File: src/cmo_pkg.sv
/*
 * cmo_pkg: shared constants and types of the cache maintenance
 * operation decoder (function codes, organisation, set/way layout).
 * Assumes: compiled before every other file of the block.
 */
package cmo_pkg;

    // =====
    // secondary register numbers of the maintenance register
    // =====
    localparam logic [3:0] CRM_WFI = 4'h0;
    localparam logic [3:0] CRM_ICACHE = 4'h5;
    localparam logic [3:0] CRM_DCACHE = 4'h6;
    localparam logic [3:0] CRM_BOTH = 4'h7;
    localparam logic [3:0] CRM_DCLEAN = 4'hA;
    localparam logic [3:0] CRM_UCLEAN = 4'hB;
    localparam logic [3:0] CRM_IPREF = 4'hD;
    localparam logic [3:0] CRM_DCLINV = 4'hE;
    localparam logic [3:0] CRM_UCLINV = 4'hF;

    // =====
    // function opcode field values
    // =====
    localparam logic [2:0] OPC_ALL = 3'h0;
    localparam logic [2:0] OPC_ADDR = 3'h1;
    localparam logic [2:0] OPC_SW = 3'h2;
    localparam logic [2:0] OPC_TEST = 3'h3;
    localparam logic [2:0] OPC_SPECIAL = 3'h4;
    localparam logic [2:0] OPC_DMB = 3'h5;
    localparam logic [2:0] OPC_BTC_ALL = 3'h6;
    localparam logic [2:0] OPC_BTC_ENT = 3'h7;

    // =====
    // cache organisation of this device
    // =====
    localparam logic UNIFIED = 1'b0;
    localparam logic LOCK_FORMAT_C = 1'b1;
    localparam logic HAS_TEST_CLEAN = 1'b0;

    // =====
    // set/way word layout: log2 line bytes, ways, sets
    // =====
    localparam int SW_L = 5;
    localparam int SW_A = 2;
    localparam int SW_S = 7;
    localparam int SW_TC_BIT = 0;
    localparam int SW_WAY_MSB = 31;

    // return link offset from the waiting instruction
    localparam logic [31:0] RET_LINK_OFS = 32'h0000_0008;

    // =====
    // target selection bits
    // =====
    localparam logic [3:0] SEL_I = 4'h1;
    localparam logic [3:0] SEL_D = 4'h2;
    localparam logic [3:0] SEL_U = 4'h4;
    localparam logic [3:0] SEL_B = 4'h8;
    localparam logic [3:0] SEL_NONE = 4'h0;

    typedef enum logic [3:0] {
        K_NOP = 4'h0,
        K_INV = 4'h1,
        K_CLEAN = 4'h2,
        K_CLINV = 4'h3,
        K_PREF = 4'h4,
        K_WFI = 4'h5,
        K_PFF = 4'h6,
        K_DSB = 4'h7,
        K_DMB = 4'h8
    } cmo_kind_t;

    typedef enum logic [1:0] {
        SC_ALL = 2'h0,
        SC_ADDR = 2'h1,
        SC_SW = 2'h2
    } cmo_scope_t;

    typedef enum logic [4:0] {
        ST_IDLE = 5'h01,
        ST_XLAT = 5'h02,
        ST_CACHE = 5'h04,
        ST_SYNC = 5'h08,
        ST_WFI = 5'h10
    } cmo_state_t;

endpackage

File: src/cmo_dec_if.sv
/*
 * cmo_dec_if: carries a function selector to the decoder and the
 * decoded function back to the controller.
 * Assumes: both ends sit in the same clock domain.
 */
`timescale 1ns/10ps
`default_nettype none
interface cmo_dec_if;
    import cmo_pkg::*;
    logic [3:0] crm;
    logic [2:0] opc;
    logic user_ok;
    cmo_kind_t kind;
    logic [3:0] sel;
    cmo_scope_t scope;
    modport dec (input crm, opc, output user_ok, kind, sel, scope);
    modport ctl (output crm, opc, input user_ok, kind, sel, scope);
endinterface
`default_nettype wire

File: src/cmo_decode.sv
/*
 * cmo_decode: purely combinational decode of secondary register and
 * opcode into kind, targets and operand scope.
 * Assumes: driven by the controller through cmo_dec_if.
 */
`timescale 1ns/10ps
`default_nettype none
module cmo_decode
    import cmo_pkg::*;
(
    cmo_dec_if.dec d
);
    // =====
    // organisation masks: foreign-organisation functions hit nothing
    // =====
    localparam logic [3:0] I_SEP = UNIFIED ? SEL_NONE : SEL_I;
    localparam logic [3:0] D_SEP = UNIFIED ? SEL_NONE : SEL_D;
    localparam logic [3:0] U_ONLY = UNIFIED ? SEL_U : SEL_NONE;
    localparam logic [3:0] ALL_C = UNIFIED ? SEL_U : (SEL_I | SEL_D);

    // scope follows the opcode for the whole/line function families
    function automatic cmo_scope_t scope_of(input logic [2:0] o);
        scope_of = (o == OPC_ADDR) ? SC_ADDR :
                   (o == OPC_SW) ? SC_SW : SC_ALL;
    endfunction

    // table of listed functions
    always_comb begin
        d.kind = K_NOP;
        d.sel = SEL_NONE;
        d.scope = scope_of(d.opc);
        d.user_ok = 1'b0;
        case ({d.crm, d.opc})
            {CRM_WFI, OPC_SPECIAL}: d.kind = K_WFI;
            {CRM_ICACHE, OPC_ALL}: begin
                d.kind = K_INV;
                d.sel = I_SEP | SEL_B;
            end
            {CRM_ICACHE, OPC_ADDR}, {CRM_ICACHE, OPC_SW}: begin
                d.kind = K_INV;
                d.sel = I_SEP;
            end
            {CRM_ICACHE, OPC_SPECIAL}: begin
                d.kind = K_PFF;
                d.user_ok = 1'b1;
            end
            {CRM_ICACHE, OPC_BTC_ALL}: begin
                d.kind = K_INV;
                d.sel = SEL_B;
                d.scope = SC_ALL;
            end
            {CRM_ICACHE, OPC_BTC_ENT}: begin
                d.kind = K_INV;
                d.sel = SEL_B;
                d.scope = SC_ADDR;
            end
            {CRM_DCACHE, OPC_ALL}, {CRM_DCACHE, OPC_ADDR},
            {CRM_DCACHE, OPC_SW}: begin
                d.kind = K_INV;
                d.sel = D_SEP;
            end
            {CRM_BOTH, OPC_ALL}: begin
                d.kind = K_INV;
                d.sel = ALL_C | SEL_B;
            end
            {CRM_BOTH, OPC_ADDR}, {CRM_BOTH, OPC_SW}: begin
                d.kind = K_INV;
                d.sel = U_ONLY;
            end
            {CRM_DCLEAN, OPC_ALL}, {CRM_DCLEAN, OPC_ADDR},
            {CRM_DCLEAN, OPC_SW}: begin
                d.kind = K_CLEAN;
                d.sel = D_SEP;
            end
            {CRM_UCLEAN, OPC_ALL}, {CRM_UCLEAN, OPC_ADDR},
            {CRM_UCLEAN, OPC_SW}: begin
                d.kind = K_CLEAN;
                d.sel = U_ONLY;
            end
            {CRM_DCLEAN, OPC_TEST}: begin
                d.kind = HAS_TEST_CLEAN ? K_CLEAN : K_NOP;
                d.sel = HAS_TEST_CLEAN ? D_SEP : SEL_NONE;
            end
            {CRM_DCLEAN, OPC_SPECIAL}: begin
                d.kind = K_DSB;
                d.user_ok = 1'b1;
            end
            {CRM_DCLEAN, OPC_DMB}: begin
                d.kind = K_DMB;
                d.user_ok = 1'b1;
            end
            {CRM_IPREF, OPC_ADDR}: begin
                d.kind = LOCK_FORMAT_C ? K_PREF : K_NOP;
                d.sel = LOCK_FORMAT_C ? (UNIFIED ? SEL_U : SEL_I) : SEL_NONE;
                d.scope = SC_ADDR;
            end
            {CRM_DCLINV, OPC_ALL}, {CRM_DCLINV, OPC_ADDR},
            {CRM_DCLINV, OPC_SW}: begin
                d.kind = K_CLINV;
                d.sel = D_SEP;
            end
            {CRM_DCLINV, OPC_TEST}: begin
                d.kind = HAS_TEST_CLEAN ? K_CLINV : K_NOP;
                d.sel = HAS_TEST_CLEAN ? D_SEP : SEL_NONE;
            end
            {CRM_UCLINV, OPC_ALL}, {CRM_UCLINV, OPC_ADDR},
            {CRM_UCLINV, OPC_SW}: begin
                d.kind = K_CLINV;
                d.sel = U_ONLY;
            end
            default: d.kind = K_NOP; // unlisted pair, no effect
        endcase
    end
endmodule
`default_nettype wire

File: src/cmo_ctrl.sv
/*
 * cmo_ctrl: top of the cache maintenance operation decoder. Takes
 * writes to the write-only maintenance register from the core and
 * drives the caches, translation, barrier and wait logic.
 * Assumes: core-side inputs are on CLK; IRQ_LINE, FIQ_LINE and
 * DBG_REQ are asynchronous pins; caches answer with CACHE_DONE.
 */
// Behaviour
// - maintenance register is write-only; crm and opcode pick the function.
// - privileged functions from user mode raise undefined; some allowed.
// - clean writes dirty write-back line data to memory, then marks clean.
// - invalidate marks targets invalid, no cleaning unless also asked.
// - invalidation reaches every targeted line, locked lines too.
// - instruction line prefetch loads cacheably; an abort makes no access.
// - prefetch-instruction-line exists when lock-down is format C.
// - wait-for-interrupt sleeps; any interrupt or enabled debug wakes.
// - masked wake continues; else handler entered with link address+8.
// - prefetch-buffer flush discards prefetched instructions for refetch.
// - address functions look up unaligned addresses; misses do nothing.
// - relocated addresses are used as given, combined with the ADDRESS_SPACE_IDENTIFIER.
// - set/way word decodes set, way and target-select bit.
// - crm 5 decodes instruction cache and branch target functions.
// - crm 6 decodes data cache invalidations.
// - crm 7 decodes whole and unified invalidations.
// - crm 10 and 11 decode clean functions.
// - crm 14 and 15 decode clean-and-invalidate functions.
// - test-and-clean at opcode 3 is optional.
// - crm 10 opcode 4 is sync barrier, opcode 5 order barrier.
// - functions foreign to the organisation complete with no effect.
`timescale 1ns/10ps
`default_nettype none
module cmo_ctrl
    import cmo_pkg::*;
(
    input wire logic CLK,
    input wire logic RESET_N,
    // maintenance register write from the core
    input wire logic OP_VALID,
    input wire logic [3:0] OP_CRM,
    input wire logic [2:0] OP_OPC,
    input wire logic [31:0] OP_DATA,
    input wire logic [31:0] OP_PC,
    input wire logic OP_USER,
    input wire logic [7:0] OP_ADDRESS_SPACE_IDENTIFIER,
    output logic OP_READY,
    output logic OP_DONE,
    output logic OP_UNDEF,
    // cache maintenance command
    output logic CACHE_REQ,
    output logic [3:0] CACHE_KIND,
    output logic [3:0] CACHE_SEL,
    output logic [1:0] CACHE_SCOPE,
    output logic [31:0] CACHE_ADDR,
    output logic [7:0] CACHE_ADDRESS_SPACE_IDENTIFIER,
    output logic [SW_S-1:0] CACHE_SET,
    output logic [SW_A-1:0] CACHE_WAY,
    output logic CACHE_TCM,
    output logic CACHE_IGN_LOCK,
    output logic CACHE_CACHEABLE,
    input wire logic CACHE_DONE,
    // translation check before a prefetch
    output logic XLAT_REQ,
    input wire logic XLAT_DONE,
    input wire logic XLAT_ABORT,
    // barriers and prefetch buffer
    output logic SYNC_REQ,
    input wire logic SYNC_ACK,
    output logic ORDER_BARRIER,
    output logic PF_FLUSH,
    // wait for interrupt
    input wire logic IRQ_LINE,
    input wire logic FIQ_LINE,
    input wire logic DBG_REQ,
    input wire logic DBG_EN,
    input wire logic IRQ_MASK,
    input wire logic FIQ_MASK,
    output logic LOW_POWER,
    output logic EXC_TAKE,
    output logic EXC_FIQ,
    output logic [31:0] EXC_LINK
);

    // =====
    // state
    // =====
    typedef struct packed {
        cmo_state_t st;
        logic [1:0] irq_s;
        logic [1:0] fiq_s;
        logic [1:0] dbg_s;
        cmo_kind_t kind;
        logic [3:0] sel;
        cmo_scope_t scope;
        logic [31:0] data;
        logic [31:0] pc;
        logic [7:0] address_space_identifier;
        logic done;
        logic undef;
        logic pff;
        logic memory_order_barrier;
        logic take;
        logic take_fiq;
        logic [31:0] link;
    } cmo_regs_t;

    cmo_regs_t r_q;
    cmo_regs_t r_d;
    logic wake;
    logic irq_live;
    logic fiq_live;

    // =====
    // decoder
    // =====
    cmo_dec_if dec_bus ();

    // selector comes straight from the write port
    assign dec_bus.crm = OP_CRM;
    assign dec_bus.opc = OP_OPC;

    cmo_decode u_dec (
        .d(dec_bus)
    );

    // =====
    // wake sources
    // =====
    // the second stage of each pin synchroniser feeds the wake logic
    assign irq_live = r_q.irq_s[1];
    assign fiq_live = r_q.fiq_s[1];
    // masking is ignored for wake; debug needs enable
    assign wake = irq_live | fiq_live | (r_q.dbg_s[1] & DBG_EN);

    // =====
    // next state
    // =====
    always_comb begin
        r_d = r_q;
        r_d.done = 1'b0;
        r_d.undef = 1'b0;
        r_d.pff = 1'b0;
        r_d.memory_order_barrier = 1'b0;
        r_d.take = 1'b0;
        // two-flop synchronisers for the pins
        r_d.irq_s = {r_q.irq_s[0], IRQ_LINE};
        r_d.fiq_s = {r_q.fiq_s[0], FIQ_LINE};
        r_d.dbg_s = {r_q.dbg_s[0], DBG_REQ};
        case (r_q.st)
            ST_IDLE: begin
                if (OP_VALID) begin
                    // operand and context held for the whole function
                    r_d.data = OP_DATA;
                    r_d.pc = OP_PC;
                    r_d.address_space_identifier = OP_ADDRESS_SPACE_IDENTIFIER;
                    r_d.kind = dec_bus.kind;
                    r_d.sel = dec_bus.sel;
                    r_d.scope = dec_bus.scope;
                    if (OP_USER && !dec_bus.user_ok) begin
                        r_d.undef = 1'b1;
                    end else begin
                        case (dec_bus.kind)
                            K_INV, K_CLEAN, K_CLINV: begin
                                if (dec_bus.sel != SEL_NONE) begin
                                    r_d.st = ST_CACHE;
                                end else begin
                                    r_d.done = 1'b1;
                                end
                            end
                            K_PREF: begin
                                r_d.st = ST_XLAT;
                            end
                            K_WFI: begin
                                r_d.st = ST_WFI;
                            end
                            K_PFF: begin
                                r_d.pff = 1'b1;
                                r_d.done = 1'b1;
                            end
                            K_DSB: begin
                                r_d.st = ST_SYNC;
                            end
                            K_DMB: begin
                                r_d.memory_order_barrier = 1'b1;
                                r_d.done = 1'b1;
                            end
                            default: begin
                                r_d.done = 1'b1;
                            end
                        endcase
                    end
                end
            end
            ST_XLAT: begin
                if (XLAT_DONE) begin
                    if (XLAT_ABORT) begin
                        // aborted prefetch ends with no memory access
                        r_d.st = ST_IDLE;
                        r_d.done = 1'b1;
                    end else begin
                        r_d.st = ST_CACHE;
                    end
                end
            end
            ST_CACHE: begin
                if (CACHE_DONE) begin
                    r_d.st = ST_IDLE;
                    r_d.done = 1'b1;
                end
            end
            ST_SYNC: begin
                if (SYNC_ACK) begin
                    r_d.st = ST_IDLE;
                    r_d.done = 1'b1;
                end
            end
            ST_WFI: begin
                if (wake) begin
                    r_d.st = ST_IDLE;
                    r_d.link = 32'(r_q.pc + RET_LINK_OFS);
                    if (fiq_live && !FIQ_MASK) begin
                        r_d.take = 1'b1;
                        r_d.take_fiq = 1'b1;
                    end else if (irq_live && !IRQ_MASK) begin
                        r_d.take = 1'b1;
                        r_d.take_fiq = 1'b0;
                    end else begin
                        r_d.done = 1'b1;
                    end
                end
            end
            default: begin
                r_d.st = ST_IDLE;
            end
        endcase
    end

    // =====
    // state register
    // =====
    always_ff @(posedge CLK) begin
        if (!RESET_N) begin
            r_q <= '0;
            r_q.st <= ST_IDLE;
        end else begin
            r_q <= r_d;
        end
    end

    // =====
    // core side
    // =====
    assign OP_READY = (r_q.st == ST_IDLE);
    assign OP_DONE = r_q.done;
    assign OP_UNDEF = r_q.undef;
    assign EXC_TAKE = r_q.take;
    assign EXC_FIQ = r_q.take_fiq;
    assign EXC_LINK = r_q.link;
    assign PF_FLUSH = r_q.pff;
    assign ORDER_BARRIER = r_q.memory_order_barrier;
    assign LOW_POWER = (r_q.st == ST_WFI);

    // =====
    // cache command, held stable until CACHE_DONE
    // =====
    assign CACHE_REQ = (r_q.st == ST_CACHE);
    assign CACHE_KIND = r_q.kind;
    assign CACHE_SEL = r_q.sel;
    assign CACHE_SCOPE = r_q.scope;
    // unaligned address passed on as is; the cache does the lookup
    assign CACHE_ADDR = r_q.data;
    assign CACHE_ADDRESS_SPACE_IDENTIFIER = r_q.address_space_identifier;
    // set/way fields of the held operand
    assign CACHE_SET = r_q.data[SW_L +: SW_S];
    assign CACHE_WAY = r_q.data[SW_WAY_MSB -: SW_A];
    assign CACHE_TCM = r_q.data[SW_TC_BIT];
    // invalidation also hits locked-down lines
    assign CACHE_IGN_LOCK = (r_q.kind == K_INV) ||
                            (r_q.kind == K_CLINV);
    assign CACHE_CACHEABLE = (r_q.kind == K_PREF);

    // =====
    // translation and barrier requests
    // =====
    assign XLAT_REQ = (r_q.st == ST_XLAT);
    assign SYNC_REQ = (r_q.st == ST_SYNC);

endmodule
`default_nettype wire

File: config.mk
export PLATFORM = sky130hd
export DESIGN_NAME = cmo_ctrl
export DESIGN_NICKNAME = d
export VERILOG_FILES = /design/src/cmo_pkg.sv /design/src/cmo_dec_if.sv /design/src/cmo_decode.sv /design/src/cmo_ctrl.sv
export SDC_FILE = /design/constraint.sdc
export NUM_CORES = 1
export LEC_CHECK = 0
export BUFFER_PORTS_ARGS = -buffer_cell sky130_fd_sc_hd__buf_2
export CAP_MARGIN = 20
export CORE_ASPECT_RATIO = 1.1
export CORE_UTILIZATION = 35
export CTS_BUF_LIST = sky130_fd_sc_hd__clkbuf_8
export DETAILED_ROUTE_END_ITERATION = 6
export PLACE_DENSITY = 0.6
export SYNTH_ARGS = -nofsm -noshare
export SYNTH_HDL_FRONTEND = slang
export SYNTH_HIERARCHICAL = 1
export SYNTH_SLANG_ARGS = --single-unit
File: constraint.sdc
create_clock -name CLK -period 6.2 [get_ports CLK]
set_clock_uncertainty 0.05 [all_clocks]
set_input_delay 0.31 -clock CLK [delete_from_list [all_inputs] [get_ports CLK]]
set_output_delay 0.31 -clock CLK [all_outputs]
set_load 0.005 [all_outputs]
==> results.cfg <==
[run_status]
outcome = finished clean

[synth]
syn_area_per_cell_um2 = 7.90
synth-seq-cells = 131
synthArstFlopShare_pct = 0
synthAdderAreaFrac_pct = 0.202
yosys_warnings = 6
synth-simple-area-share_pct = 23.8
synth_area_um2 = 6210
synth_xor_area_share_pct = 3.81
ys_seq_area_share_pct = 42.3
syn_inst = 786
synth-edff-count = 0
synth_top_flop_cell = dfxtp_1
synth-compound-area-share_pct = 14.4
ys_types = 57
synth_top_family_by_area = simple AND/OR/NAND/NOR gates
synth_mux_area_share_pct = 0.645
syn_nets = 880

[timing]
rsz0062_at_grt = no
drv_slew = 0
fin_hold_ws_ns = 0.0416
min_period_over_period_pct = 41.8
slew_headroom_pct = 35.6
hold_violations = 0
period_needed_ns = 2.59
setup_viol = 0
fin_tns_setup_ns = 0
worst_slack_ns = 3.61
fmax_ghz = 0.385
tightest_slew_ns = 0.966

[power]
clkPwrFrac_pct = 31.9
power_leakage_nw = 3.01
p_sw_w = 0.000714
comb_power_share_pct = 21.8
p_per_area_nw_per_um2 = 315
p_seq_share_pct = 46.2
ir_drop_v = 0.000176
p_sw_share_pct = 32.3
internal_power_w = 0.00149

[routing]
vias = 5188
totalWireLength_um = 15000
first_pass_iters = 7
drc = 0
ant_nets = 0
wl_per_cell_um = 13.4
avgViaCountPerCell = 4.66
first_iter_violations = 228

[clock_network]
clock_latency_ns = 0.43
root_buffer = clkbuf_8
cts_max_level = 4
cts_setup_buffers = 0
cts_buffers = 17
cts_sinks = 131
cts-hold-fix-buffers = 0
cts_resized = 0
cts_tree = built
clkTransAtPathRegs_ns = 0.07
clockBufferDepth = 2

[flow_run]
maxCapViolCount = 0

[die]
die_area_um2 = 18300
rows = 50
core_um2 = 17200
fp.dieW_um = 129
start_util_pct = 36.1
fp.dieH_um = 142
ioPinCount = 198

[placed_design]
place_area_um2 = 6610
port_buffers = 197
pre_cts_slack_ns = 3.22
gp_congestion = 0.817
dp_hpwl_um = 10100

[setup_path]
crit_type = in -> reg
crit_fanout = 11
crit_required_ns = 6.49
arrival_ns = 2.89
cp-end-kind = register
critPathLaunchType = input pin

[global_routing]
grt.busiest_layer = met2
grt_usage_pct = 16.8
grt_pass1_wl_um = 24000
grt_util_met2_pct = 27.8
grt_pass1_vias = 4759
grt_max_degree = 85
grt_antenna_before_repair = 0
grt.overflow.total = 0
use_met3_pct = 4.37
grt.met1_usage_pct = 21.0

[final_layout]
antenna_cells = 0
drive_above_1_share_pct = 28.3
final_cell_area_um2 = 7000
fin_util_pct = 40.7
nets = 960
syn_to_final_growth_pct = 12.8

[hold_path]
min_path_type = in -> reg
==> stage by stage <==
step           power, W  instances
2_1_floorplan   0.00143        786
3_3_place_gp    0.00153       1081
3_5_place_dp    0.00153       1081
4_1_cts         0.00225       1113
5_1_grt         0.00236       1113
6_report        0.00221       1113
==> critical path: stages <==
cell and delay, ns:
buf_2 0.18, nand2_1 0.16, nor3_1 0.32, o211ai_1 0.18
o21ai_0 0.40, nor2_1 0.13, o32a_1 0.35, o21ai_0 0.44
a21oi_1 0.15, a311oi_2 0.25
==> registers in the layout, summed over array words and instances (netlist names) <==
signal,flops
irq_live,1
CACHE_ADDR,32
CACHE_SCOPE,2
CACHE_SEL,4
OP_UNDEF,1
EXC_LINK,32
fiq_live,1
EXC_TAKE,1
CACHE_KIND,4
OP_DONE,1
r_q,38
CACHE_ADDRESS_SPACE_IDENTIFIER,8
r_d,3
PF_FLUSH,1
EXC_FIQ,1
ORDER_BARRIER,1
==> cell usage in the layout, fill, tap and decap left out, types with 8 or more instances in the layout <==
cell and count:
clkbuf_8 18, and2_1 8, o21ai_0 26, nand3_1 17, a21oi_1 110, xnor2_1 11
xor2_1 16, buf_2 197, nand4_1 8, nor3_1 12, a211oi_1 9, nor2_1 27
dfxtp_1 131, nand2_1 189
==> cells by family after synthesis <==
group,Yosys count
simple gates,317
compound gates,161
buf+inv,144
flops,131
xor+xnor,27
mux,4
fa+ha+maj,1
other cells,1
==> cells in the mapped netlist (3+ instances only) <==
| master | count | area, um^2 |
|---|---|---|
| nand2_1 | 190 | 713 |
| dfxtp_1 | 131 | 2620 |
| a21oi_1 | 110 | 551 |
| buf_4 | 93 | 698 |
| clkbuf_1 | 28 | 105 |
| nor2_1 | 27 | 101 |
| o21ai_0 | 26 | 130 |
| buf_2 | 17 | 85.1 |
| nand3_1 | 17 | 85.1 |
| xor2_1 | 16 | 140 |
| nor3_1 | 12 | 60.1 |
| xnor2_1 | 11 | 96.3 |
| a211oi_1 | 9 | 67.6 |
| and2_1 | 9 | 56.3 |
| nand4_1 | 8 | 50.1 |
| and3_1 | 7 | 43.8 |
| nor2b_1 | 7 | 43.8 |
| nor3b_1 | 6 | 45.0 |
| inv_1 | 4 | 15.0 |
| mux2i_1 | 4 | 40.0 |
| nand2b_1 | 4 | 25.0 |
| nand3b_1 | 4 | 30.0 |
| and4_1 | 3 | 26.3 |
| nor4_1 | 3 | 18.8 |
| or3_1 | 3 | 18.8 |
==> power groups by stage <==
stage,clock [W],combinational (W),sequential [W]
5_1_grt,0.000777,0.000549,0.00104
2_1_floorplan,0,0.000410,0.00102
3_3_place_gp,0,0.000490,0.00104
4_1_cts,0.000734,0.000495,0.00102
6_report,0.000705,0.000482,0.00102
3_5_place_dp,0,0.000493,0.00104
==> final timing paths <==
path / start / endpoint / slack (ns) / depth (start not counted)
worst max-delay path: OP_CRM[3] / r_q[128]$_SDFFE_PN0P_ / 3.61 / 10
worst min-delay path: IRQ_LINE / r_d[125]$_SDFF_PN0_ / 0.04 / 2
worst max register to register: r_q[130]$_SDFFE_PN0P_ / r_q[77]$_SDFFE_PN0P_ / 3.78 / 6
worst min register to register: r_d[121]$_SDFF_PN0_ / r_q[121]$_SDFF_PN0_ / 0.38 / 1
==> layout make-up <==
type,instances,area [um^2]
clock buffers,18,248
multi-input cells,511,2670
repair buffers,200,1010
flip-flops and latches,131,2620
inverters,5,20.0
clock inverters,14,138
well taps,234,293
fillers,1839,10200
==> layer usage <==
layer | share of wire (%) | wire [um] | vias to the layer above
met2 | 49 | 7270 | 161
met5 | 0 | 0 | -
met3 | 4.8 | 721 | 16
li1 | - | - | 2696
met1 | 45 | 6750 | 2315
met4 | 1.5 | 227 | 0
No activity file was read; power rests on OpenSTA's default activity.
